## src/jtg_consts.svh

```systemverilog
// Register map, field positions and reset values of the junction timer group
`ifndef JTG_CONSTS_SVH
`define JTG_CONSTS_SVH
// Register indices, byte address = 4 * index
`define JTG_IDX_ROUTE 24'h800201
`define JTG_IDX_DIV_A 24'h800202
`define JTG_IDX_DIV_B 24'h800203
`define JTG_IDX_DIV_C 24'h800204
`define JTG_IDX_OUT_ROUTE 24'h800205
`define JTG_ADDR_W 26
`define JTG_RESET_BYTE 8'h00
// Field positions, bit 7 of the byte is doc bit D8 ... bit 0 is D15
`define JTG_F_IN3_HI 7
`define JTG_F_IN3_LO 6
`define JTG_F_IN2_HI 5
`define JTG_F_IN2_LO 4
`define JTG_F_IN1 3
`define JTG_F_IN0 2
`define JTG_F_CK2 0
`define JTG_F_OUT3_HI 7
`define JTG_F_OUT3_LO 6
`define JTG_F_OUT2 4
`define JTG_F_OUT1 2
`define JTG_F_OUT0 0
`define JTG_ROUTE_MASK 8'hfd
`define JTG_OUT_ROUTE_MASK 8'hd5
`define JTG_RESP_OKAY 2'h0
`define JTG_RESP_SLVERR 2'h2
`endif

```

## src/jtg_pkg.sv

```systemverilog
// Types shared by the junction timer group files
package jtg_pkg;
  typedef struct packed {
    logic [10:0] top_uf;
    logic [9:0] tio_uf;
  } jtg_uf_s;
  typedef struct packed {
    logic [3:0] clk_line;
    logic [3:0] in_event;
    logic [3:0] out_event;
  } jtg_bus_s;
endpackage : jtg_pkg

```

## src/jtg_divider.sv

```systemverilog
// One reloadable 8-bit prescaler of the junction timer group
`timescale 1ns/1ps
module jtg_divider #(
  parameter int WIDTH = 8
) (
  input wire logic ref_clk_in,
  input wire logic rst_n_in,
  input wire logic clk_en_in,
  input wire logic half_tick_in,
  input wire logic [WIDTH-1:0] divide_in,
  output logic pulse_out
);
  logic [WIDTH-1:0] count_r;

  initial
  begin
    if (WIDTH < 1) $error("jtg_divider: WIDTH must be positive");
  end

  // ----------------------------------------------------------------
  // Down counter, reloads from the divide value only at underflow
  // ----------------------------------------------------------------
  always_ff @(posedge ref_clk_in or negedge rst_n_in)
  begin
    if (!rst_n_in)
      count_r <= '0;
    else if (clk_en_in && half_tick_in)
    begin
      if (count_r == '0)
        count_r <= divide_in;
      else
        count_r <= count_r - 1'b1;
    end
  end

  always_ff @(posedge ref_clk_in or negedge rst_n_in)
  begin
    if (!rst_n_in)
      pulse_out <= 1'b0;
    else if (clk_en_in)
      pulse_out <= half_tick_in && (count_r == '0);
  end
endmodule : jtg_divider

```

## src/jtg_router.sv

```systemverilog
// Prescalers and clock / event bus routing of the junction timer group
//
// How it works
// Three 8-bit down-count prescalers run at half the peripheral clock.
// Divide registers reset to zero; prescalers count right after reset.
// A new divide value is taken only at the next underflow.
// Divide registers accept every value from 0 to 255.
// Counting needs no enable; it starts when reset is released.
// Clock lines 0,1 carry prescalers 0,1; line 3 carries ext clock a.
// Clock line 2 carries prescaler 2, or ext clock d when bit set.
// Four input event lines offer enable or capture strobes to channels.
// In-line 3: 0X ext event d, 10 out-line 2, 11 io timer 7.
// In-line 2: 00 ext event a; 01 and 1X leave it idle.
// In-line 1 carries io timer 6 underflow when its bit is 1.
// In-line 0 carries io timer 5 underflow when its bit is 1.
// Four output event lines are fed from chosen timer underflows.
// Out-lines feed flip-flops; 3 converter, 0 and 1 DMA, 2 in-line 3.
// Channels pulse their event line on each counter underflow.
// Measure timers produce no event bus signal.
// Io timers 5 and 6 also feed the input event selectors.
// Out-line 3: 00 out 8, 01 io 3, 10 io 4, 11 io 8; others 0/1.
// Value N divides by N+1 with a one-cycle pulse per underflow.
// Unassigned route bit reads zero and ignores writes.
`timescale 1ns/1ps
`include "jtg_consts.svh"
module jtg_router #(
  parameter int DIV_W = 8
) (
  input wire logic ref_clk_in,
  input wire logic rst_n_in,
  input wire logic clk_en_in,
  // AXI4-Lite slave
  input wire logic [31:0] s_axi_awaddr,
  input wire logic s_axi_awvalid,
  output logic s_axi_awready,
  input wire logic [31:0] s_axi_wdata,
  input wire logic [3:0] s_axi_wstrb,
  input wire logic s_axi_wvalid,
  output logic s_axi_wready,
  output logic [1:0] s_axi_bresp,
  output logic s_axi_bvalid,
  input wire logic s_axi_bready,
  input wire logic [31:0] s_axi_araddr,
  input wire logic s_axi_arvalid,
  output logic s_axi_arready,
  output logic [31:0] s_axi_rdata,
  output logic [1:0] s_axi_rresp,
  output logic s_axi_rvalid,
  input wire logic s_axi_rready,
  // Processed external inputs, already on this clock
  input wire logic ext_clock_in_a_in,
  input wire logic ext_clock_in_d_in,
  input wire logic ext_event_in_a_in,
  input wire logic ext_event_in_d_in,
  // Underflow pulses from the timer channels
  input wire jtg_pkg::jtg_uf_s uf_in,
  // Routed buses
  output jtg_pkg::jtg_bus_s bus_out,
  output logic adc0_trigger_out,
  output logic dma_ch1_req_out,
  output logic dma_ch2_req_out
);
  logic half_tick_r;
  logic [DIV_W-1:0] divider_a_r;
  logic [DIV_W-1:0] divider_b_r;
  logic [DIV_W-1:0] divider_c_r;
  logic [7:0] clock_event_route_reg_r;
  logic [7:0] out_event_route_reg_r;
  logic [2:0] div_pulse;
  logic [3:0] out_event_nxt;
  logic [3:0] in_event_nxt;
  logic [3:0] clk_line_nxt;
  logic [1:0] out_event_line3_source;
  logic [1:0] in_event_line3_source;
  logic [1:0] in_event_line2_source;
  logic aw_held_r;
  logic w_held_r;
  logic [31:0] awaddr_r;
  logic [31:0] wdata_r;
  logic [3:0] wstrb_r;
  logic [`JTG_ADDR_W-1:0] wr_idx;
  logic [`JTG_ADDR_W-1:0] rd_idx;
  logic wr_fire;
  logic [7:0] rd_byte;
  logic rd_hit;

  initial
  begin
    if (DIV_W != 8) $error("jtg_router: registers are 8 bits wide");
  end

  // ----------------------------------------------------------------
  // Half-rate tick and prescalers
  // ----------------------------------------------------------------
  // Free-running: counting starts with no enable once reset lifts
  always_ff @(posedge ref_clk_in or negedge rst_n_in)
  begin
    if (!rst_n_in)
      half_tick_r <= 1'b0;
    else if (clk_en_in)
      half_tick_r <= ~half_tick_r;
  end

  jtg_divider #(.WIDTH(DIV_W)) u_div_a (
    .ref_clk_in(ref_clk_in),
    .rst_n_in(rst_n_in),
    .clk_en_in(clk_en_in),
    .half_tick_in(half_tick_r),
    .divide_in(divider_a_r),
    .pulse_out(div_pulse[0])
  );

  jtg_divider #(.WIDTH(DIV_W)) u_div_b (
    .ref_clk_in(ref_clk_in),
    .rst_n_in(rst_n_in),
    .clk_en_in(clk_en_in),
    .half_tick_in(half_tick_r),
    .divide_in(divider_b_r),
    .pulse_out(div_pulse[1])
  );

  jtg_divider #(.WIDTH(DIV_W)) u_div_c (
    .ref_clk_in(ref_clk_in),
    .rst_n_in(rst_n_in),
    .clk_en_in(clk_en_in),
    .half_tick_in(half_tick_r),
    .divide_in(divider_c_r),
    .pulse_out(div_pulse[2])
  );

  // ----------------------------------------------------------------
  // Bus routing
  // ----------------------------------------------------------------
  assign out_event_line3_source =
    out_event_route_reg_r[`JTG_F_OUT3_HI:`JTG_F_OUT3_LO];
  assign in_event_line3_source =
    clock_event_route_reg_r[`JTG_F_IN3_HI:`JTG_F_IN3_LO];
  assign in_event_line2_source =
    clock_event_route_reg_r[`JTG_F_IN2_HI:`JTG_F_IN2_LO];

  // Measure timers have no inputs here at all
  always_comb
  begin
    unique case (out_event_line3_source)
      2'h0: out_event_nxt[3] = uf_in.top_uf[8];
      2'h1: out_event_nxt[3] = uf_in.tio_uf[3];
      2'h2: out_event_nxt[3] = uf_in.tio_uf[4];
      2'h3: out_event_nxt[3] = uf_in.tio_uf[8];
    endcase
    out_event_nxt[2] = out_event_route_reg_r[`JTG_F_OUT2] ?
      uf_in.tio_uf[2] : uf_in.top_uf[9];
    out_event_nxt[1] = out_event_route_reg_r[`JTG_F_OUT1] ?
      uf_in.tio_uf[1] : uf_in.top_uf[7];
    out_event_nxt[0] = out_event_route_reg_r[`JTG_F_OUT0] ?
      uf_in.tio_uf[0] : uf_in.top_uf[6];
  end

  always_comb
  begin
    unique case (in_event_line3_source)
      2'h0: in_event_nxt[3] = ext_event_in_d_in;
      2'h1: in_event_nxt[3] = ext_event_in_d_in;
      2'h2: in_event_nxt[3] = out_event_nxt[2];
      2'h3: in_event_nxt[3] = uf_in.tio_uf[7];
    endcase
    in_event_nxt[2] = (in_event_line2_source == 2'h0) &&
      ext_event_in_a_in;
    in_event_nxt[1] = clock_event_route_reg_r[`JTG_F_IN1] &&
      uf_in.tio_uf[6];
    in_event_nxt[0] = clock_event_route_reg_r[`JTG_F_IN0] &&
      uf_in.tio_uf[5];
    clk_line_nxt[3] = ext_clock_in_a_in;
    clk_line_nxt[2] = clock_event_route_reg_r[`JTG_F_CK2] ?
      ext_clock_in_d_in : div_pulse[2];
    clk_line_nxt[1] = div_pulse[1];
    clk_line_nxt[0] = div_pulse[0];
  end

  // Buses leave from flip-flops: one cycle after the source pulse
  always_ff @(posedge ref_clk_in or negedge rst_n_in)
  begin
    if (!rst_n_in)
      bus_out <= '0;
    else if (clk_en_in)
    begin
      bus_out.clk_line <= clk_line_nxt;
      bus_out.in_event <= in_event_nxt;
      bus_out.out_event <= out_event_nxt;
    end
  end

  assign adc0_trigger_out = bus_out.out_event[3];
  assign dma_ch1_req_out = bus_out.out_event[0];
  assign dma_ch2_req_out = bus_out.out_event[1];

  // ----------------------------------------------------------------
  // AXI4-Lite write path
  // ----------------------------------------------------------------
  assign s_axi_awready = !aw_held_r && !s_axi_bvalid;
  assign s_axi_wready = !w_held_r && !s_axi_bvalid;
  assign wr_fire = aw_held_r && w_held_r && !s_axi_bvalid;
  assign wr_idx = awaddr_r[`JTG_ADDR_W+1:2];

  always_ff @(posedge ref_clk_in or negedge rst_n_in)
  begin
    if (!rst_n_in)
    begin
      aw_held_r <= 1'b0;
      w_held_r <= 1'b0;
      awaddr_r <= '0;
      wdata_r <= '0;
      wstrb_r <= '0;
    end
    else if (clk_en_in)
    begin
      if (s_axi_awvalid && s_axi_awready)
      begin
        aw_held_r <= 1'b1;
        awaddr_r <= s_axi_awaddr;
      end
      else if (wr_fire)
        aw_held_r <= 1'b0;
      if (s_axi_wvalid && s_axi_wready)
      begin
        w_held_r <= 1'b1;
        wdata_r <= s_axi_wdata;
        wstrb_r <= s_axi_wstrb;
      end
      else if (wr_fire)
        w_held_r <= 1'b0;
    end
  end

  always_ff @(posedge ref_clk_in or negedge rst_n_in)
  begin
    if (!rst_n_in)
    begin
      s_axi_bvalid <= 1'b0;
      s_axi_bresp <= `JTG_RESP_OKAY;
    end
    else if (clk_en_in)
    begin
      if (wr_fire)
      begin
        s_axi_bvalid <= 1'b1;
        s_axi_bresp <= (wr_idx == `JTG_IDX_ROUTE ||
          wr_idx == `JTG_IDX_DIV_A || wr_idx == `JTG_IDX_DIV_B ||
          wr_idx == `JTG_IDX_DIV_C || wr_idx == `JTG_IDX_OUT_ROUTE) ?
          `JTG_RESP_OKAY : `JTG_RESP_SLVERR;
      end
      else if (s_axi_bready)
        s_axi_bvalid <= 1'b0;
    end
  end

  // Registers take the low byte lane only
  always_ff @(posedge ref_clk_in or negedge rst_n_in)
  begin
    if (!rst_n_in)
    begin
      clock_event_route_reg_r <= `JTG_RESET_BYTE;
      out_event_route_reg_r <= `JTG_RESET_BYTE;
      divider_a_r <= `JTG_RESET_BYTE;
      divider_b_r <= `JTG_RESET_BYTE;
      divider_c_r <= `JTG_RESET_BYTE;
    end
    else if (clk_en_in && wr_fire && wstrb_r[0])
    begin
      unique case (wr_idx)
        `JTG_IDX_ROUTE:
          clock_event_route_reg_r <= wdata_r[7:0] & `JTG_ROUTE_MASK;
        `JTG_IDX_OUT_ROUTE:
          out_event_route_reg_r <= wdata_r[7:0] & `JTG_OUT_ROUTE_MASK;
        `JTG_IDX_DIV_A: divider_a_r <= wdata_r[7:0];
        `JTG_IDX_DIV_B: divider_b_r <= wdata_r[7:0];
        `JTG_IDX_DIV_C: divider_c_r <= wdata_r[7:0];
        default: ;
      endcase
    end
  end

  // ----------------------------------------------------------------
  // AXI4-Lite read path
  // ----------------------------------------------------------------
  assign rd_idx = s_axi_araddr[`JTG_ADDR_W+1:2];
  assign s_axi_arready = !s_axi_rvalid;

  always_comb
  begin
    rd_hit = 1'b1;
    unique case (rd_idx)
      `JTG_IDX_ROUTE: rd_byte = clock_event_route_reg_r;
      `JTG_IDX_OUT_ROUTE: rd_byte = out_event_route_reg_r;
      `JTG_IDX_DIV_A: rd_byte = divider_a_r;
      `JTG_IDX_DIV_B: rd_byte = divider_b_r;
      `JTG_IDX_DIV_C: rd_byte = divider_c_r;
      default:
      begin
        rd_byte = 8'h00;
        rd_hit = 1'b0;
      end
    endcase
  end

  always_ff @(posedge ref_clk_in or negedge rst_n_in)
  begin
    if (!rst_n_in)
    begin
      s_axi_rvalid <= 1'b0;
      s_axi_rdata <= '0;
      s_axi_rresp <= `JTG_RESP_OKAY;
    end
    else if (clk_en_in)
    begin
      if (s_axi_arvalid && s_axi_arready)
      begin
        s_axi_rvalid <= 1'b1;
        s_axi_rdata <= {24'h000000, rd_byte};
        s_axi_rresp <= rd_hit ? `JTG_RESP_OKAY : `JTG_RESP_SLVERR;
      end
      else if (s_axi_rready)
        s_axi_rvalid <= 1'b0;
    end
  end
endmodule : jtg_router

```

## config.mk

```make
export PLATFORM = sky130hd
export DESIGN_NAME = jtg_router
export DESIGN_NICKNAME = d
export VERILOG_FILES = /design/src/jtg_pkg.sv /design/src/jtg_divider.sv /design/src/jtg_router.sv
export VERILOG_INCLUDE_DIRS = /design/src
export SDC_FILE = /design/constraint.sdc
export NUM_CORES = 1
export LEC_CHECK = 0
export BUFFER_PORTS_ARGS = -buffer_cell sky130_fd_sc_hd__buf_2
export CAP_MARGIN = 5
export CORE_MARGIN = 4
export CORE_UTILIZATION = 40
export DETAILED_ROUTE_END_ITERATION = 8
export SYNTH_ARGS = -nofsm -noshare
export SYNTH_HDL_FRONTEND = slang
export SYNTH_HIERARCHICAL = 1
export SYNTH_SLANG_ARGS = --single-unit
```

## constraint.sdc

```tcl
create_clock -name ref_clk_in -period 2.35 [get_ports ref_clk_in]
set_clock_uncertainty 0.05 [all_clocks]
set_input_delay 0 -clock ref_clk_in [delete_from_list [all_inputs] [get_ports ref_clk_in]]
set_output_delay 0 -clock ref_clk_in [all_outputs]
set_load 0.05 [all_outputs]
```

==> impl_metrics.yaml, run 1 <==
synth:
  ys_async_sr_fraction_pct: 100
  ys_seq_area_share_pct: 49.6
  synth-edff-count: 0
  ys.flop_type: "dfrtp_1"
  yosysWarnings: 6
  synthCells: 524
  syn_area_per_cell_sq_um: 12.0
  syn-cell-area_sq_um: 6310
  synth_cell_types: 70
  ys_seq_elements: 125
min_path:
  hp-class: "in -> reg"
  worstHoldPathCells: 3
  whs_endpoint: "s_axi_rresp[1]"
  min_from: "s_axi_araddr[3]"
finish:
  fin_nets: 851
  fin_util_pct: 53.9
  multi_input_comb_area_sq_um: 2940
  antennaDiodeCount: 0
  n_fill_cell: 1346
  fin_cells: 935
  drive_gt1_share_pct: 37.0
  areaGrowthSynthToFinish_pct: 30.7
  register_area_sq_um: 3130
placement:
  routabilityCongestion: 0.858
  hpwl_microns: 11100
  pre_cts_slack_ps: 170
  portBuffers: 115
  dp.cells: 848
grt:
  grt_use_total_pct: 18.3
  grt_max_degree: 46
  grt_pass1_wl_microns: 26100
  gr-total-overflow: 0
  antenna_found_initial: 0
  grt_pass1_vias: 5105
sta:
  hold_viol: 0
  worst_slack_ps: 200
  period_needed_ps: 2150
  tightestPinTransition_ps: 561
  slew_headroom_pct: 62.3
  max_freq_mhz: 465
  slew_viol_final: 0
  rsz0062_at_grt: "no"
  finalSetupViolCount: 0
  final.setup.tns_ps: 0
  finalCritPeriodShare_pct: 91.5
floorplan:
  coreArea_sq_um: 15300
  start_util_pct: 41.2
  die-area_sq_um: 17800
  fp.dieH_microns: 134
  num_io_pins: 189
  rows: 45
  dieWidth_microns: 134
outcome:
  status: "completed"
clocking:
  htreeDepth: 4
  clkTransAtPathRegs_ps: 50
  cts_tree: "done"
  cts_setup_buffers: 0
  cts_root_buffer: "clkbuf_16"
  cts-resized-gates: 0
  cts.sinks: 125
  clkLatencyLatePin_ps: 410
  cts_made_buffers: 17
  max-clock-path-buffers: 2
setup_path:
  slowest_stage: "dfrtp_1"
  r2r_slack_ps: 200
  crit_arrival_ps: 2400
  r2r-end: "divider_c_r[6]"
  reg2regPathDepth: 6
  crit_type: "reg -> reg"
  cp_slowest_stage_delay_ps: 410
  reg2reg_from: "awaddr_r[23]"
  crit_path_end_kind: "register"
  worstSetupStartpointType: "register"
  cp_common_cell: "buf_4"
  cp_cell_sequence: "nor4b_4 -> nand4_4 -> buf_4 -> nor4_4 -> buf_4 -> mux2_2"
  cp_max_fo: 8
  required_ps: 2600
detailed_routing:
  vias: 4823
  drtPass1Iterations: 4
  drt_iter0_drc: 210
  ant_nets: 0
  wl_per_cell_microns: 16.6
  wirelength_microns: 15500
  vias_per_cell: 5.16
  drc: 0
power:
  pwr-share-seq_pct: 41.2
  powerDensity_nw_per_um2: 1000
  power_leakage_nw: 3.83
  internal-power_mw: 5.39
  swShare_pct: 34.7
  p_clk_share_pct: 29.9
  irDropWorstVdd_mv: 0.651
  power_switching_mw: 2.86
  power_frac_comb_pct: 28.9
run:
  cap_violations: 0
## cell usage in the layout, fill, tap and decap left out, drive strengths merged, types with 3 or more instances in the layout
master | netlist | routed
nor2 | 15 | 15
dfrtp | 125 | 125
nor4 | 16 | 16
mux2 | 75 | 75
dlygate4sd3 | 0 | 56
nand4 | 8 | 8
a211oi | 6 | 6
a21oi | 13 | 13
buf | 35 | 133
a2bb2oi | 3 | 3
and4 | 3 | 3
or3b | 4 | 4
inv | 18 | 18
nor4b | 4 | 4
ha | 6 | 6
a31oi | 13 | 13
o22ai | 7 | 7
nor3 | 17 | 17
o21ai | 7 | 7
mux2i | 18 | 18
o22a | 6 | 6
nand4b | 4 | 4
conb | 1 | 26
nand2b | 5 | 5
a21o | 3 | 3
nor4bb | 4 | 4
clkinv | 0 | 5
nand2 | 30 | 30
o31ai | 10 | 10
clkbuf | 10 | 25
nand3 | 13 | 13
or3 | 14 | 14
## routing by layer
metal	vias up	track usage (%)	routed length [microns]
li1	2286	-	-
met1	2368	24.0	6990
met2	156	30.2	7360
met3	13	5.10	972
met4	0	4.91	185
met5	-	0	0
## cells in the mapped netlist, drive strengths merged (4+ instances only)
cell,number,area (sq um)
dfrtp,125,3130
mux2,75,871
buf,35,253
nand2,30,113
inv,18,67.6
mux2i,18,180
nor3,17,95.1
nor4,16,205
nor2,15,56.3
or3,14,108
a21oi,13,65.1
a31oi,13,81.3
nand3,13,70.1
clkbuf,10,37.5
o31ai,10,75.1
nand4,8,65.1
o21ai,7,35.0
o22ai,7,43.8
a211oi,6,50.1
ha,6,75.1
o22a,6,52.6
nand2b,5,31.3
nand4b,4,50.1
nor4b,4,50.1
nor4bb,4,40.0
or3b,4,37.5
## critical path: cells and delay by family (launching register included)
| kind | cells | cell delay (ps) |
|---|---|---|
| AND/OR/NAND/NOR | 3 | 790 |
| buffers and inverters | 2 | 430 |
| flip-flops | 1 | 410 |
| multiplexers | 1 | 350 |
## cell type report
| type | count | share of cell area [%] |
|---|---|---|
| multi-input cells | 361 | 35.6 |
| well taps | 211 | 3.20 |
| repair buffers | 189 | 15.6 |
| clock buffers | 25 | 6.13 |
| flip-flops and latches | 125 | 37.9 |
| clock inverters | 6 | 0.713 |
| inverters | 18 | 0.819 |
## through the flow
stage / area, sq um / power [mW] / hold slack [ps]
6_report: 8250 / 8.26 / 18.2
5_1_grt: 8250 / 8.75 / 27.9
4_1_cts: 8250 / 8.30 / 3.79
3_5_place_dp: 7120 / 5.71 / -29.9
3_3_place_gp: 7120 / 5.59 / -32.9
2_1_floorplan: 6400 / 5.01 / -346
## power by group through the flow
stage / sequential, mW / combinational (mW) / clock (mW)
2_1_floorplan: 3.38 / 1.63 / 0
3_3_place_gp: 3.38 / 2.21 / 0
3_5_place_dp: 3.43 / 2.29 / 0
4_1_cts: 3.40 / 2.38 / 2.52
5_1_grt: 3.50 / 2.63 / 2.63
6_report: 3.40 / 2.38 / 2.47
## cells by family after synthesis
family                   Yosys count  share of synthesized area, %
AO/OA/AOI/OAI                     86                          9.82
XOR/XNOR                           1                         0.139
adder cells (fa/ha/maj)            6                          1.19
buffers and inverters             63                          5.67
flip-flops                       125                          49.6
multiplexers                      94                          17.0
other                              1                        0.0594
AND/OR/NAND/NOR                  148                          16.5
## sequential cells by signal (all words and copies together), names as in the netlist
signal                   count
awaddr_r                    26
bus_out                     11
divider_a_r                  8
divider_b_r                  8
divider_c_r                  8
s_axi_rdata                  8
u_div_a/count_r              8
u_div_b/count_r              8
u_div_c/count_r              8
wdata_r                      8
clock_event_route_reg_r      7
out_event_route_reg_r        5
adc0_trigger_out             1
aw_held_r                    1
half_tick_r                  1
s_axi_bresp                  1
s_axi_bvalid                 1
s_axi_rresp                  1
s_axi_rvalid                 1
u_div_a/pulse_out            1
u_div_b/pulse_out            1
u_div_c/pulse_out            1
w_held_r                     1
wstrb_r                      1
## timing repair
item / CTS / global route
hold buffers: 56 / 0
endpoints found under the hold margin: 134 / 0
endpoints found under the setup margin: 0 / 0
## worst max path at each step
| stage | endpoint | start | cells after the start | slack (ps) |
|---|---|---|---|---|
| floorplan | divider_b_r[0] | s_axi_bvalid | 4 | 50 |
| global placement | divider_c_r[0] | awaddr_r[16] | 6 | 230 |
| detailed placement | divider_c_r[2] | awaddr_r[23] | 6 | 170 |
| CTS | divider_c_r[6] | awaddr_r[23] | 6 | 160 |
| global route | divider_a_r[5] | awaddr_r[16] | 6 | 110 |
| finish | divider_c_r[6] | awaddr_r[23] | 6 | 200 |
Power figures use the tool's default switching activity.
==> run 2: changes to the inputs <==
PLACE_DENSITY = 0.73   (was not set)
==> run 2 against run 1 <==
Compared with the run above: count of clock-buffer cells in the layout decreased by 5; worst setup slack lost 44 ps; first-iteration DRC count is 33% higher; non-clock buffer count grew 1; total power rose by 4.3%; global-route usage increased by 0.25 points; worst hold slack improved by 23 ps; die area is the same; combinational power is essentially flat; wire length is 3.1% higher; via count up 1.9%; critical path type unchanged; largest cell class unchanged.
==> impl_metrics.yaml, run 2 (synthesis results as in run 1) <==
finish:
  fin_nets: 852
  final_common_cell: "dfrtp_1"
  final_cell_mix: "dfrtp_1 (125), buf_2 (114), mux2_2 (68)"
  top_regs: "awaddr_r (26), bus_out (11)"
  antennaDiodeCount: 0
  largest_reg_flops: 26
  top_register: "awaddr_r"
  fin_cells: 937
  final_area_sq_um: 8340
  drive_gt1_share_pct: 37.1
  n_fill_cell: 1295
  areaGrowthSynthToFinish_pct: 32.2
grt:
  grt_pass1_vias: 5120
  grtUsageMet2_pct: 31.6
  grt_use_total_pct: 18.6
  gr-total-overflow: 0
  busiest_layer: "met2"
  grtUsageMet1_pct: 22.7
  grt_use_met3_pct: 6.19
  grt_max_degree: 49
  antenna_found_initial: 0
  grt_pass1_wl_microns: 26400
power:
  pwr-share-seq_pct: 39.8
  power_switching_mw: 2.97
  swShare_pct: 34.5
  total_power_mw: 8.61
  power_leakage_nw: 3.86
  powerDensity_nw_per_um2: 1030
  power_frac_comb_pct: 27.9
  p_clk_share_pct: 32.3
  irDropWorstVdd_mv: 0.776
  internal-power_mw: 5.64
clocking:
  htreeDepth: 4
  cts.sinks: 125
  max-clock-path-buffers: 2
  cts_tree: "done"
  cts_made_buffers: 17
  cts_setup_buffers: 0
  cts_root_buffer: "clkbuf_16"
  clkLatencyLatePin_ps: 420
  clkTransAtPathRegs_ps: 60
sta:
  max_freq_mhz: 456
  slew_headroom_pct: 59.2
  worst_slack_ps: 156
  final.setup.tns_ps: 0
  hold_viol: 0
  period_needed_ps: 2190
  finalCritPeriodShare_pct: 93.3
  finalSetupViolCount: 0
  tightestPinTransition_ps: 611
  rsz0062_at_grt: "no"
  slew_viol_final: 0
floorplan:
  fp.dieH_microns: 134
  coreArea_sq_um: 15300
  start_util_pct: 41.2
  rows: 45
  die-area_sq_um: 17800
  num_io_pins: 189
  dieWidth_microns: 134
setup_path:
  crit_type: "reg -> reg"
  worstSetupStartpointType: "register"
  crit_arrival_ps: 2440
  cp_cell_sequence: "nor4b_4 -> nand4_4 -> buf_4 -> nor4_4 -> buf_4 -> mux2_2"
  crit_buf_inv: 2
  cp_max_fo: 8
  crit_path_end_kind: "register"
  critPathTopFamily: "simple AND/OR/NAND/NOR gates"
  slowest_stage: "dfrtp_1"
  required_ps: 2590
  cp_common_cell: "buf_4"
  cp_slowest_stage_delay_ps: 410
detailed_routing:
  vias_per_cell: 5.24
  drc: 0
  vias: 4913
  drt_iter0_drc: 280
  ant_nets: 0
  wirelength_microns: 16000
  drtPass1Iterations: 6
  wl_per_cell_microns: 17.1
placement:
  routabilityCongestion: 0.827
  pre_cts_slack_ps: 173
  portBuffers: 115
  dp.cells: 847
  place_area_sq_um: 7130
  hpwl_microns: 11100
outcome:
  status: "completed"
min_path:
  hp-class: "in -> reg"
run:
  cap_violations: 0
run 2: per-stage QoR:
stage / hold slack [ps] / util [%]
floorplan: -346 / -
global placement: -7.41 / 46.6
detailed placement: 4.16 / 46.6
CTS: 14.0 / 54.5
global route: 34.9 / 54.5
finish: 41.6 / 54.5
run 2: routing by layer:
layer	part of all wire, %	up-vias	wire length (microns)
met5	0	-	0
met4	1.2	0	191
met3	7.5	16	1190
met2	49	186	7860
met1	42	2419	6740
li1	-	2292	-
run 2: path summary, 6_finish.rpt:
check | start | end | slack [ps] | cells past startpoint
min reg2reg | s_axi_rdata[2] | s_axi_rdata[2] | 430 | 2
max | awaddr_r[23] | divider_c_r[5] | 160 | 6
max reg2reg | awaddr_r[23] | divider_c_r[5] | 160 | 6
min | s_axi_arvalid | s_axi_rresp[1] | 40 | 4
min in group asynchronous | rst_n_in | u_div_a/count_r[6] | 80 | 2
max in group asynchronous | rst_n_in | adc0_trigger_out | 1430 | 3
run 2: area by class of cell:
cell class / instances / area [sq um] / area share (%)
Inverter: 18 / 67.6 / 0.810
Clock buffer: 20 / 447 / 5.35
Sequential cell: 125 / 3130 / 37.5
Multi-Input combinational cell: 361 / 2940 / 35.2
Clock inverter: 12 / 185 / 2.22
Timing Repair Buffer: 190 / 1310 / 15.7
Tap cell: 211 / 264 / 3.16
run 2: worst register-to-register path, delay by kind of cell, from the launching register on:
family	cells	cell delay (ps)
AND/OR/NAND/NOR	3	830
flip-flops	1	410
buffers and inverters	2	430
multiplexers	1	350
run 2: what timing repair did:
item	in CTS	in global routing
gates resized for setup	0	0
hold buffers	58	0
hold endpoints to repair	93	0
setup endpoints to repair	0	0
run 2: power groups by stage:
stage                     sequential (mW)  clock (mW)  combinational, mW
after global routing                 3.52        2.94               2.64
after CTS                            3.42        2.83               2.39
after floorplan                      3.38           0               1.63
after global placement               3.38           0               2.18
final                                3.43        2.78               2.40
after detailed placement             3.45           0               2.27
